$ cat config.mk
export PLATFORM = sky130hd
export DESIGN_NAME = dbgsa_top
export DESIGN_NICKNAME = d
export VERILOG_FILES = /design/src/dbgsa_pkg.sv /design/src/dbgsa_top.sv
export VERILOG_INCLUDE_DIRS = /design/src
export SDC_FILE = /design/constraint.sdc
export NUM_CORES = 1
export LEC_CHECK = 0
export ABC_AREA = 0
export BUFFER_PORTS_ARGS = -buffer_cell sky130_fd_sc_hd__buf_2
export CAP_MARGIN = 0
export CORE_MARGIN = 1
export CORE_UTILIZATION = 41
export DETAILED_ROUTE_END_ITERATION = 6
export PLACE_DENSITY = 0.92
export SYNTH_ARGS = -nofsm -noshare
export SYNTH_HDL_FRONTEND = slang
export SYNTH_SLANG_ARGS = --single-unit
$ cat constraint.sdc
create_clock -name hclk -period 2.1 [get_ports hclk]
set_input_delay 0.42 -clock hclk [delete_from_list [all_inputs] [get_ports hclk]]
set_output_delay 0.42 -clock hclk [all_outputs]
set_load 0.005 [all_outputs]
$ cat src/dbgsa_params.svh
// Register map, reset values and field positions of the system access block
`ifndef DBGSA_PARAMS_SVH
`define DBGSA_PARAMS_SVH

`define DBGSA_IDX_CLKSEL     8'h09
`define DBGSA_IDX_SYSCTRL    8'h0A
`define DBGSA_IDX_SYSSTAT    8'h0B
`define DBGSA_IDX_CRCSTAT    8'h0C
`define DBGSA_IDX_RSTREQ     8'h08

`define DBGSA_CLKSEL_RST     2'h3
`define DBGSA_RST_SIG        8'h59
`define DBGSA_RST_RUN        8'h00

`define DBGSA_BIT_SYSTEM_CLOCK_REQUEST     0
`define DBGSA_BIT_USER_ROW_COMMIT_TRIGGER   1
`define DBGSA_BIT_LOCK       0
`define DBGSA_BIT_USER_ROW_PROGRAMMING_READY_FLAG   2
`define DBGSA_BIT_NVM_PROGRAMMING_READY_FLAG    3
`define DBGSA_BIT_SLEEP      4
`define DBGSA_BIT_SYSTEM_RESET_ACTIVE_FLAG     5
`define DBGSA_BIT_ERASE_FAILED_FLAG  6

`define DBGSA_CRC_OFF        3'h0
`define DBGSA_CRC_BUSY       3'h1
`define DBGSA_CRC_PASS       3'h2
`define DBGSA_CRC_FAIL       3'h4

`define DBGSA_HTRANS_NONSEQ  2'h2
`define DBGSA_HTRANS_SEQ     2'h3
`define DBGSA_HSIZE_WORD     3'h2
`define DBGSA_ADDR_LSB       2

`endif

$ cat src/dbgsa_pkg.sv
// Types shared by the system access block
package dbgsa_pkg;
   typedef struct packed {
      logic       erase_failed;
      logic       sys_reset_active;
      logic       sleeping;
      logic       nvm_ready;
      logic       urow_ready;
      logic       locked;
      logic [2:0] crc_status;
   } dbgsa_sys_s;

   typedef struct packed {
      logic [1:0] clk_sel;
      logic       clk_request;
      logic       urow_commit;
      logic       sys_reset_hold;
   } dbgsa_ctl_s;

   typedef enum logic [1:0] {DBGSA_IDLE, DBGSA_DATA} dbgsa_bus_e;
endpackage

$ cat src/dbgsa_top.sv
// System access registers of the debug port, reached over AHB-Lite
//
// Function
// - Clock select 0..3 gives 32/16/8/4 MHz
// - Clock select resets to 3, 4 MHz
// - Writing one to commit starts flash programming
// - Commit write ignored without write key
// - Clock request keeps system clock running
// - Writing zero withdraws clock request
// - Interface enable sets clock request
// - Erase failure flag, cleared by bus reset or by a held reset
// - Reset active flag set by system reset, held until read
// - Reading status clears reset active flag
// - Sleep flag shows idle or deeper sleep
// - NVM ready flag; debugger resets afterwards
// - User row ready flag; debugger commits after
// - Lock flag resets one, clears after erase
// - Memory check status one-hot encoded
// - Signature 0x59 holds reset, 0x00 releases
`include "dbgsa_params.svh"

module dbgsa_top #(
   parameter int ADDR_W = 8
) (
   input  wire logic                 hclk,              // Bus clock, 100 MHz
   input  wire logic                 hresetn,           // Async reset, active low
   input  wire logic                 hsel,              // Slave select
   input  wire logic [31:0]          haddr,             // Byte address
   input  wire logic [1:0]           htrans,            // Transfer type
   input  wire logic                 hwrite,            // Write when high
   input  wire logic [2:0]           hsize,             // Transfer size
   input  wire logic [31:0]          hwdata,            // Write data
   input  wire logic                 hready,            // Bus ready in
   output logic [31:0]               hrdata,            // Read data
   output logic                      hreadyout,         // Slave ready
   output logic                      hresp,             // Always OKAY
   input  wire logic                 if_enable,         // Debug interface enabled
   input  wire logic                 user_row_write_key,// Write key decoded
   input  wire dbgsa_pkg::dbgsa_sys_s sys_in,           // System status inputs
   input  wire logic                 erase_fail_evt,    // Chip erase failed pulse
   output dbgsa_pkg::dbgsa_ctl_s     ctl_out            // Controls to system
);
   import dbgsa_pkg::*;

   // Address phase capture
   logic             wr_pend_q, wr_pend_d;
   logic             rd_pend_q, rd_pend_d;
   logic [ADDR_W-1:0] idx_q, idx_d;

   // Register state
   logic [1:0] clksel_q, clksel_d;
   logic       system_clock_request_q, system_clock_request_d;
   logic       commit_q, commit_d;
   logic [7:0] rstreq_q, rstreq_d;
   logic       efail_q, efail_d;
   logic       system_reset_active_flag_q, system_reset_active_flag_d;
   logic       en_prev_q, en_prev_d;
   logic [31:0] hrdata_q, hrdata_d;
   dbgsa_ctl_s ctl_q, ctl_d;
   logic       hreadyout_q, hreadyout_d;
   logic       hresp_q, hresp_d;

   logic        addr_ok;
   logic        wr_clksel;
   logic        wr_sysctrl;
   logic        wr_rstreq;
   logic        rd_sysstat;
   logic [7:0]  stat_byte;

   function automatic logic [7:0] status_byte(input dbgsa_sys_s s, input logic ef,
                                              input logic sr);
      logic [7:0] b;
      b = 8'h00;
      b[`DBGSA_BIT_ERASE_FAILED_FLAG] = ef;
      b[`DBGSA_BIT_SYSTEM_RESET_ACTIVE_FLAG]    = sr;
      b[`DBGSA_BIT_SLEEP]     = s.sleeping;
      b[`DBGSA_BIT_NVM_PROGRAMMING_READY_FLAG]   = s.nvm_ready;
      b[`DBGSA_BIT_USER_ROW_PROGRAMMING_READY_FLAG]  = s.urow_ready;
      b[`DBGSA_BIT_LOCK]      = s.locked;
      return b;
   endfunction

   // Address phase decode and data phase strobes
   always_comb begin
      // Only whole-word NONSEQ or SEQ transfers reach the registers
      addr_ok   = hsel && hready && hsize == `DBGSA_HSIZE_WORD
                  && (htrans == `DBGSA_HTRANS_NONSEQ || htrans == `DBGSA_HTRANS_SEQ);
      wr_pend_d = addr_ok && hwrite;
      rd_pend_d = addr_ok && !hwrite;
      idx_d     = addr_ok ? haddr[ADDR_W+`DBGSA_ADDR_LSB-1:`DBGSA_ADDR_LSB] : idx_q;
   end

   always_ff @(posedge hclk or negedge hresetn) begin
      if (!hresetn) begin
         wr_pend_q <= 1'b0;
         rd_pend_q <= 1'b0;
         idx_q     <= '0;
      end else begin
         wr_pend_q <= wr_pend_d;
         rd_pend_q <= rd_pend_d;
         idx_q     <= idx_d;
      end
   end

   always_comb begin
      wr_clksel  = 1'b0;
      wr_sysctrl = 1'b0;
      wr_rstreq  = 1'b0;
      if (wr_pend_q && idx_q == ADDR_W'(`DBGSA_IDX_CLKSEL)) begin
         wr_clksel = 1'b1;
      end else if (wr_pend_q && idx_q == ADDR_W'(`DBGSA_IDX_SYSCTRL)) begin
         wr_sysctrl = 1'b1;
      end else if (wr_pend_q && idx_q == ADDR_W'(`DBGSA_IDX_RSTREQ)) begin
         wr_rstreq = 1'b1;
      end
      rd_sysstat = rd_pend_d && haddr[ADDR_W+`DBGSA_ADDR_LSB-1:`DBGSA_ADDR_LSB]
                   == ADDR_W'(`DBGSA_IDX_SYSSTAT);
   end

   // Clock select group
   // Enable edge wins over a write in the same cycle
   always_comb begin
      clksel_d = clksel_q;
      if (wr_clksel) begin
         clksel_d = hwdata[1:0];
      end
      if (if_enable && !en_prev_q) begin
         clksel_d = `DBGSA_CLKSEL_RST;
      end
   end

   always_ff @(posedge hclk or negedge hresetn) begin
      if (!hresetn) begin
         clksel_q <= `DBGSA_CLKSEL_RST;
      end else begin
         clksel_q <= clksel_d;
      end
   end

   // Clock request group
   // Drops only on bus reset or when written with zero
   always_comb begin
      system_clock_request_d = system_clock_request_q;
      if (wr_sysctrl) begin
         system_clock_request_d = hwdata[`DBGSA_BIT_SYSTEM_CLOCK_REQUEST];
      end
      if (if_enable && !en_prev_q) begin
         system_clock_request_d = 1'b1;
      end
   end

   always_ff @(posedge hclk or negedge hresetn) begin
      if (!hresetn) begin
         system_clock_request_q <= 1'b0;
      end else begin
         system_clock_request_q <= system_clock_request_d;
      end
   end

   // Enable edge tracker
   // A level held through reset still counts as an enable
   always_comb begin
      en_prev_d = if_enable;
   end

   always_ff @(posedge hclk or negedge hresetn) begin
      if (!hresetn) begin
         en_prev_q <= 1'b0;
      end else begin
         en_prev_q <= en_prev_d;
      end
   end

   // Commit pulse group, one cycle wide
   // Key is sampled in the data phase, with the write data
   always_comb begin
      commit_d = 1'b0;
      if (wr_sysctrl && hwdata[`DBGSA_BIT_USER_ROW_COMMIT_TRIGGER] && user_row_write_key) begin
         commit_d = 1'b1;
      end
   end

   always_ff @(posedge hclk or negedge hresetn) begin
      if (!hresetn) begin
         commit_q <= 1'b0;
      end else begin
         commit_q <= commit_d;
      end
   end

   // Reset request group
   // Any other value is stored but leaves the system running
   always_comb begin
      rstreq_d = rstreq_q;
      if (wr_rstreq) begin
         rstreq_d = hwdata[7:0];
      end
   end

   always_ff @(posedge hclk or negedge hresetn) begin
      if (!hresetn) begin
         rstreq_q <= `DBGSA_RST_RUN;
      end else begin
         rstreq_q <= rstreq_d;
      end
   end

   // Erase failure flag group
   // A held reset clears the flag each cycle it stands
   always_comb begin
      efail_d = efail_q;
      // cleared by held reset, set wins
      if (rstreq_q == `DBGSA_RST_SIG) begin
         efail_d = 1'b0;
      end
      if (erase_fail_evt) begin
         efail_d = 1'b1;
      end
   end

   always_ff @(posedge hclk or negedge hresetn) begin
      if (!hresetn) begin
         efail_q <= 1'b0;
      end else begin
         efail_q <= efail_d;
      end
   end

   // System reset flag group
   // Read clears in the address phase; the data phase shows the old value
   always_comb begin
      system_reset_active_flag_d = system_reset_active_flag_q;
      if (rd_sysstat) begin
         system_reset_active_flag_d = 1'b0;
      end
      if (sys_in.sys_reset_active
          || rstreq_q == `DBGSA_RST_SIG) begin
         system_reset_active_flag_d = 1'b1;
      end
   end

   always_ff @(posedge hclk or negedge hresetn) begin
      if (!hresetn) begin
         system_reset_active_flag_q <= 1'b0;
      end else begin
         system_reset_active_flag_q <= system_reset_active_flag_d;
      end
   end

   // Word index match for the read decoder
   // Codes are byte-wide constants, cut to the index width
   function automatic logic reg_hit(input logic [ADDR_W-1:0] idx, input logic [7:0] code);
      return idx == ADDR_W'(code);
   endfunction

   // Read data group
   // Registered at the address edge so it stands in the data phase
   always_comb begin
      stat_byte = status_byte(sys_in, efail_q, system_reset_active_flag_q);
      hrdata_d  = 32'h0000_0000;
      if (rd_pend_d) begin
         if (reg_hit(idx_d, `DBGSA_IDX_CLKSEL)) begin
            hrdata_d = {30'h0, clksel_q};
         end else if (reg_hit(idx_d, `DBGSA_IDX_SYSCTRL)) begin
            // No readback: the commit bit always reads zero
            hrdata_d = {31'h0, system_clock_request_q};
         end else if (reg_hit(idx_d, `DBGSA_IDX_SYSSTAT)) begin
            hrdata_d = {24'h0, stat_byte};
         end else if (reg_hit(idx_d, `DBGSA_IDX_CRCSTAT)) begin
            hrdata_d = {29'h0, sys_in.crc_status};
         end else if (reg_hit(idx_d, `DBGSA_IDX_RSTREQ)) begin
            hrdata_d = {24'h0, rstreq_q};
         end
      end
   end

   // Drops back to zero after the data phase
   always_ff @(posedge hclk or negedge hresetn) begin
      if (!hresetn) begin
         hrdata_q <= 32'h0000_0000;
      end else begin
         hrdata_q <= hrdata_d;
      end
   end

   // Bus response group
   // Zero wait states and always OKAY, held in flops so the outputs are registered
   always_comb begin
      hreadyout_d = 1'b1;
      hresp_d     = 1'b0;
   end

   always_ff @(posedge hclk or negedge hresetn) begin
      if (!hresetn) begin
         hreadyout_q <= 1'b1;
         hresp_q     <= 1'b0;
      end else begin
         hreadyout_q <= hreadyout_d;
         hresp_q     <= hresp_d;
      end
   end

   // Control output group
   // Registered copies of the next values, so every control is a flop output
   always_comb begin
      ctl_d.clk_sel        = clksel_d;
      ctl_d.clk_request    = system_clock_request_d;
      ctl_d.urow_commit    = commit_d;
      ctl_d.sys_reset_hold = (rstreq_d == `DBGSA_RST_SIG);
   end

   always_ff @(posedge hclk or negedge hresetn) begin
      if (!hresetn) begin
         ctl_q.clk_sel        <= `DBGSA_CLKSEL_RST;
         ctl_q.clk_request    <= 1'b0;
         ctl_q.urow_commit    <= 1'b0;
         ctl_q.sys_reset_hold <= 1'b0;
      end else begin
         ctl_q <= ctl_d;
      end
   end

   // Outputs straight from flops
   assign hrdata    = hrdata_q;
   assign hreadyout = hreadyout_q;
   assign hresp     = hresp_q;
   assign ctl_out   = ctl_q;

endmodule

==> flow_summary_export.csv, run 1 <==
group,metric,value,unit
outcome,outcome,"completed",
placement,place.port_buffers,48,
placement,gp_congestion,0.8792,
clock_network,cts_max_path_buffers,2,
worst_setup_path,arrival,2.17,ns
grt,grt_pass1_wl,5623,um
grt,grt_usage,0.1762,
power_and_ir_drop,power_leakage,1.056,nW
sta,rsz0062_at_grt,"false",
sta,fin_skew,0.007867,ns
finish,drive_above_1_share,0.3319,
sta,tightest_slew,0.7198,ns
logic_synthesis,yosys.area.top_type,"dfrtp_1",
finish,nets,311,
worst_setup_path,worst_setup_path_start_kind,"flop",
drt,dr.pass1.iters,4,
clock_network,cts_sinks,33,
worst_setup_path,worstPathRequired,2.28,ns
floorplan,fp.dieH,66.97,um
clock_network,clk_pin_slew,0.07,ns
logic_synthesis,netlist_top_cells_area,"dfrtp_1, buf_4, nand2_1, mux2_2, mux2i_1",
clock_network,clk_latency,0.29,ns
logic_synthesis,ys_ff_latch,33,
drt,drt_iter0_drc,32,
clock_network,cts_tree,"done",
sta,setup_ws,0.1138,ns
worst_setup_path,criticalPathCategory,"flop to flop",
logic_synthesis,ys_seq_area_frac,0.4787,
worst_setup_path,end_kind,"flop",
logic_synthesis,synth_edf_count,0,
drt,vias,1320,
grt,antenna_found_initial,0,
sta,finalHoldViolations,0,
power_and_ir_drop,irDropWorstVdd,0.3608,mV
floorplan,placementRows,23,
finish,syn_to_final_growth,18.66,%
worst_setup_path,critical_path.max_fanout,5,
sta,setup_tns,0,ns
placement,pre_cts_ws,0.04656,ns
logic_synthesis,ys_top_cells_by_count,"dfrtp_1, nand2_1, buf_4",
logic_synthesis,synth_top_area_frac,0.4483,
logic_synthesis,synth_cell_types,35,
sta,max_freq,503.5,MHz
sta,fin_crit,1.986,ns
placement,placed_area,1932,um^2
sta,maxSlewHeadroom,0.5201,
sta,final-setup-viol-count,0,
drt,drc,0,
finish,fin_area,2053,um^2
sta,period_share,0.9458,
floorplan,num_io_pins,125,
clock_network,cts_setup_buffers,0,
floorplan,dieWidth,66.97,um
drt,wl_per_cell,12.76,um
floorplan,design.core.area,4029,um^2
worst_hold_path,min_path_type,"input port to async pin",
floorplan,start_util,0.4295,
grt,grt_pass1_vias,1252,
grt,grt-ovfl-total,0,
sta,maxSlewViolCount,0,
drt,wl,3522,um
logic_synthesis,synth_flop_cell,"dfrtp_1",
power_and_ir_drop,powerDensity,735.2,nW/um^2
clock_network,cts_buffers,5,
logic_synthesis,synth_area,1730,um^2
placement,hpwl,2736,um
finish,diodes,0,
flow_run,cap_violations,0,
logic_synthesis,syn_inst,172,
logic_synthesis,postSynthAreaPerCell,10.06,um^2
clock_network,htreeDepth,2,
clock_network,cts_root_buf,"clkbuf_8",
grt,grt_max_degree,34,
logic_synthesis,synth_warnings,0,
floorplan,die_area,4484,um^2
drt,vias_per_cell,4.783,
drt,ant_nets,0,
logic_synthesis,ys_async_sr_fraction,1.000,
==> cells in the final DEF, fill, tap and decap left out <==
master / count
and3_1: 3
a21boi_0: 3
a21oi_1: 3
or4_1: 1
nor4_1: 3
buf_2: 48
dfstp_2: 2
or3_1: 2
mux2_2: 7
clkbuf_8: 6
nand2b_1: 3
nor4_2: 1
a22oi_1: 4
and4_1: 1
inv_1: 3
dfrtp_1: 31
clkbuf_1: 1
mux2_4: 2
a21o_1: 1
nor3b_1: 1
nor2b_1: 1
and4b_1: 1
o221a_2: 1
nor4b_1: 1
or3_4: 1
nand3b_1: 1
bufinv_16: 1
nand2_1: 31
nand3_1: 3
mux2i_1: 6
or3b_2: 2
conb_1: 26
nor2_1: 11
nand4b_1: 5
a221oi_1: 1
o21ai_0: 4
buf_4: 4
==> final timing paths <==
check | from | cells past startpoint | slack (ns) | to
setup / recovery | idx_q[5] | 5 | 0.11 | ctl_out[0]
hold / removal | hresetn | 1 | 0.18 | hrdata[7]
setup reg to reg | idx_q[5] | 5 | 0.11 | ctl_out[0]
hold reg to reg | efail_q | 1 | 0.48 | efail_q
max in group asynchronous | hresetn | 1 | 1.46 | idx_q[0]
min in group hclk | if_enable | 1 | 0.25 | en_prev_q
==> flip-flops by register name, indices dropped and copies added, names as in the netlist <==
register / cells
hrdata: 8
en_prev_q: 1
rstreq_q: 8
efail_q: 1
idx_q: 8
ctl_out: 5
wr_pend_q: 1
system_reset_active_flag_q: 1
==> logic make-up after synthesis <==
logic type,Yosys count,synth area share
other,2,0.004340
DFF,33,0.4787
muxes,15,0.09762
and+or+nand+nor,72,0.2184
AOI/OAI and AO/OA,17,0.06652
buffers and inverters,33,0.1345
==> layout make-up <==
type / count / area, um^2
Fill cell: 391 / 1976
Clock inverter: 1 / 30.03
Tap cell: 50 / 62.56
Sequential cell: 33 / 828.3
Inverter: 3 / 11.26
Timing Repair Buffer: 52 / 270.3
Multi-Input combinational cell: 130 / 764.5
Clock buffer: 7 / 86.33
==> metrics by stage <==
stage / total power, mW / utilization / std cells / hold slack, ns
4_1_cts: 1.519 / 0.5084 / 276 / 0.2043
6_report: 1.510 / 0.5096 / 276 / 0.1830
5_1_grt: 1.588 / 0.5096 / 276 / 0.2442
2_1_floorplan: 0.8569 / - / 196 / 0.1244
3_3_place_gp: 0.8979 / 0.4795 / 268 / 0.4614
3_5_place_dp: 0.9069 / 0.4795 / 268 / 0.4664
==> power by group <==
group          internal, mW  total (mW)  switching (mW)
logic                0.0830       0.186           0.103
clock network         0.387       0.613           0.227
registers             0.674       0.711          0.0367
total                  1.14        1.51           0.366
==> timing repair <==
action | in CTS | in global routing
gates resized for setup | 0 | 1
setup endpoints to repair | 0 | 6
hold buffers | 0 | 0
==> layer usage <==
| layer | vias to the layer above | GRT usage | share of wire |
|---|---|---|---|
| met2 | 55 | 0.2778 | 0.47 |
| met3 | 9 | 0.05308 | 0.069 |
| met1 | 610 | 0.2188 | 0.43 |
| li1 | 646 | - | - |
| met5 | - | 0 | 0 |
| met4 | 0 | 0.08245 | 0.025 |
==> critical path, stage by stage (launching register included) <==
cell and delay (ns):
dfrtp_1 0.39, nor4_2 0.34, nand4b_1 0.23, or3_4 0.42
mux2_4 0.32, and4_1 0.19
Power figures use the tool's default switching activity.
==> run 2: changes to the inputs <==
- CORE_UTILIZATION: 41 -> 42
- CTS_BUF_LIST: not set -> sky130_fd_sc_hd__clkbuf_2 sky130_fd_sc_hd__clkbuf_4 sky130_fd_sc_hd__clkbuf_8
- PLACE_DENSITY: 0.92 -> 0.93
==> run 2 against run 1 <==
  * Final cell count stayed put
  * Setup slack better by 0.0089 ns
  * Largest power group unchanged
  * Non-clock buffer count is 2 higher
  * Critical path depth stayed put
  * Critical endpoint unchanged
  * Sequential power hardly changed
==> flow_summary_export.csv, run 2 (synthesis results as in run 1) <==
group,metric,value,unit
grt,grt_usage,0.1934,
grt,grt_max_degree,34,
grt,grt-ovfl-total,0,
power_and_ir_drop,internal_power,1.161,mW
drt,drt_iter0_drc,71,
finish,final_util,0.5448,
floorplan,start_util,0.4555,
power_and_ir_drop,power_leakage,1.068,nW
worst_setup_path,cpPeakStageDelay,0.41,ns
drt,wl,3760,um
power_and_ir_drop,pwr-share-clk,0.406,
power_and_ir_drop,p_sw_frac,0.2396,
drt,vias,1347,
sta,setup_tns,0,ns
placement,place.port_buffers,48,
finish,final_cell_mix,"buf_2, nand2_1, dfrtp_1, conb_1, nor2_1",
placement,dp_cells,268,
flow_run,cap_violations,0,
sta,final-setup-viol-count,0,
sta,rsz0062_at_grt,"false",
clock_network,hold_buffers,0,
worst_setup_path,crit_path_top_delay_cell,"or3_4",
drt,drc,0,
power_and_ir_drop,pwr-share-comb,0.128,
clock_network,cts_buffers,5,
finish,multi_input_area,764.5,um^2
worst_hold_path,min_path_type,"input port to async pin",
clock_network,cts_root_buf,"clkbuf_8",
sta,fin_crit,1.977,ns
worst_setup_path,arrival,2.15,ns
worst_setup_path,end_kind,"flop",
worst_setup_path,critical_path.max_fanout,5,
sta,tightest_slew,0.6996,ns
worst_setup_path,cp_num_buf_inv,0,
floorplan,fp.dieH,66.19,um
placement,hpwl,2951,um
finish,diodes,0,
clock_network,cts_tree,"done",
sta,maxSlewViolCount,0,
power_and_ir_drop,p_sw,0.3658,mW
floorplan,placementRows,22,
finish,syn_to_final_growth,19.59,%
worst_setup_path,worstPathRequired,2.27,ns
grt,grt_pass1_vias,1318,
grt,antenna_found_initial,0,
worst_setup_path,criticalPathCategory,"flop to flop",
floorplan,design.core.area,3799,um^2
clock_network,cts_sinks,33,
placement,gp_congestion,0.9270,
finish,final_common_cell,"buf_2",
grt,grt_pass1_wl,6120,um
drt,ant_nets,0,
floorplan,die_area,4380,um^2
sta,finalHoldViolations,0,
worst_setup_path,worst_setup_path_start_kind,"flop",
finish,drive_above_1_share,0.3421,
floorplan,dieWidth,66.19,um
worst_setup_path,critical_path.top_delay_family,"simple AND/OR/NAND/NOR gates",
power_and_ir_drop,powerDensity,737.6,nW/um^2
sta,maxSlewHeadroom,0.5336,
drt,vias_per_cell,4.880,
sta,fin_skew,0.005061,ns
sta,period_share,0.9416,
drt,wl_per_cell,13.62,um
floorplan,num_io_pins,125,
drt,dr.pass1.iters,4,
power_and_ir_drop,irDropWorstVdd,0.3977,mV
clock_network,clk_latency,0.28,ns
finish,stdcell_count,276,
power_and_ir_drop,p_seq_frac,0.466,
clock_network,htreeDepth,2,
clock_network,cts_max_path_buffers,2,
finish,n_fill_cell,379,
sta,max_freq,505.7,MHz
finish,nets,313,
worst_setup_path,path_cells,"nor4_2, nand4b_1, or3_4, mux2_4, and4_1",
finish,regArea,828.3,um^2
outcome,outcome,"completed",
clock_network,clk_pin_slew,0.07,ns
[run 2: worst paths after layout]
check / cells past startpoint / startpoint / to / slack, ns
setup / recovery: 5 / idx_q[5] / ctl_out[0] / 0.12
hold / removal: 1 / hresetn / rstreq_q[6] / 0.18
setup reg to reg: 5 / idx_q[5] / ctl_out[0] / 0.12
hold reg to reg: 2 / idx_q[5] / idx_q[5] / 0.50
max in group asynchronous: 1 / hresetn / hrdata[3] / 1.47
min in group hclk: 1 / if_enable / en_prev_q / 0.26
[run 2: layout make-up]
class,count,area share
multi-input cells,130,0.3694
clock buffers,7,0.04353
well taps,48,0.02902
clock inverters,1,0.01451
repair buffers,54,0.1378
inverters,3,0.005441
flip-flops and latches,33,0.4002
[run 2: metrics by stage]
step                power [mW]  hold WS (ns)  worst slack (ns)  cell area (um^2)
global placement        0.9097        0.4629           0.07419              1944
finish                   1.526        0.1799            0.1226              2069
detailed placement      0.9153        0.4821           0.05367              1944
floorplan               0.8569        0.1244            0.2510              1821
global route             1.608        0.2359           0.02928              2069
CTS                      1.543        0.2122           0.05014              2064
[run 2: power by group through the flow]
stage / clock [mW] / combinational, mW / sequential, mW
2_1_floorplan: 0 / 0.148 / 0.709
3_3_place_gp: 0 / 0.190 / 0.720
3_5_place_dp: 0 / 0.194 / 0.721
4_1_cts: 0.638 / 0.195 / 0.710
5_1_grt: 0.665 / 0.227 / 0.716
6_report: 0.619 / 0.196 / 0.712
[run 2: repair_timing]
action | 4_1_cts | 5_1_grt
resized for setup | 0 | 1
setup buffers | 0 | 0
endpoints found under the setup margin | 0 | 1
[run 2: per-layer routing]
metal	GRT usage	vias to the layer above	wire length, um
li1	-	646	-
met1	0.2399	624	1608
met2	0.3036	69	1844
met3	0.05172	8	235
met4	0.1064	0	72
met5	0	-	0
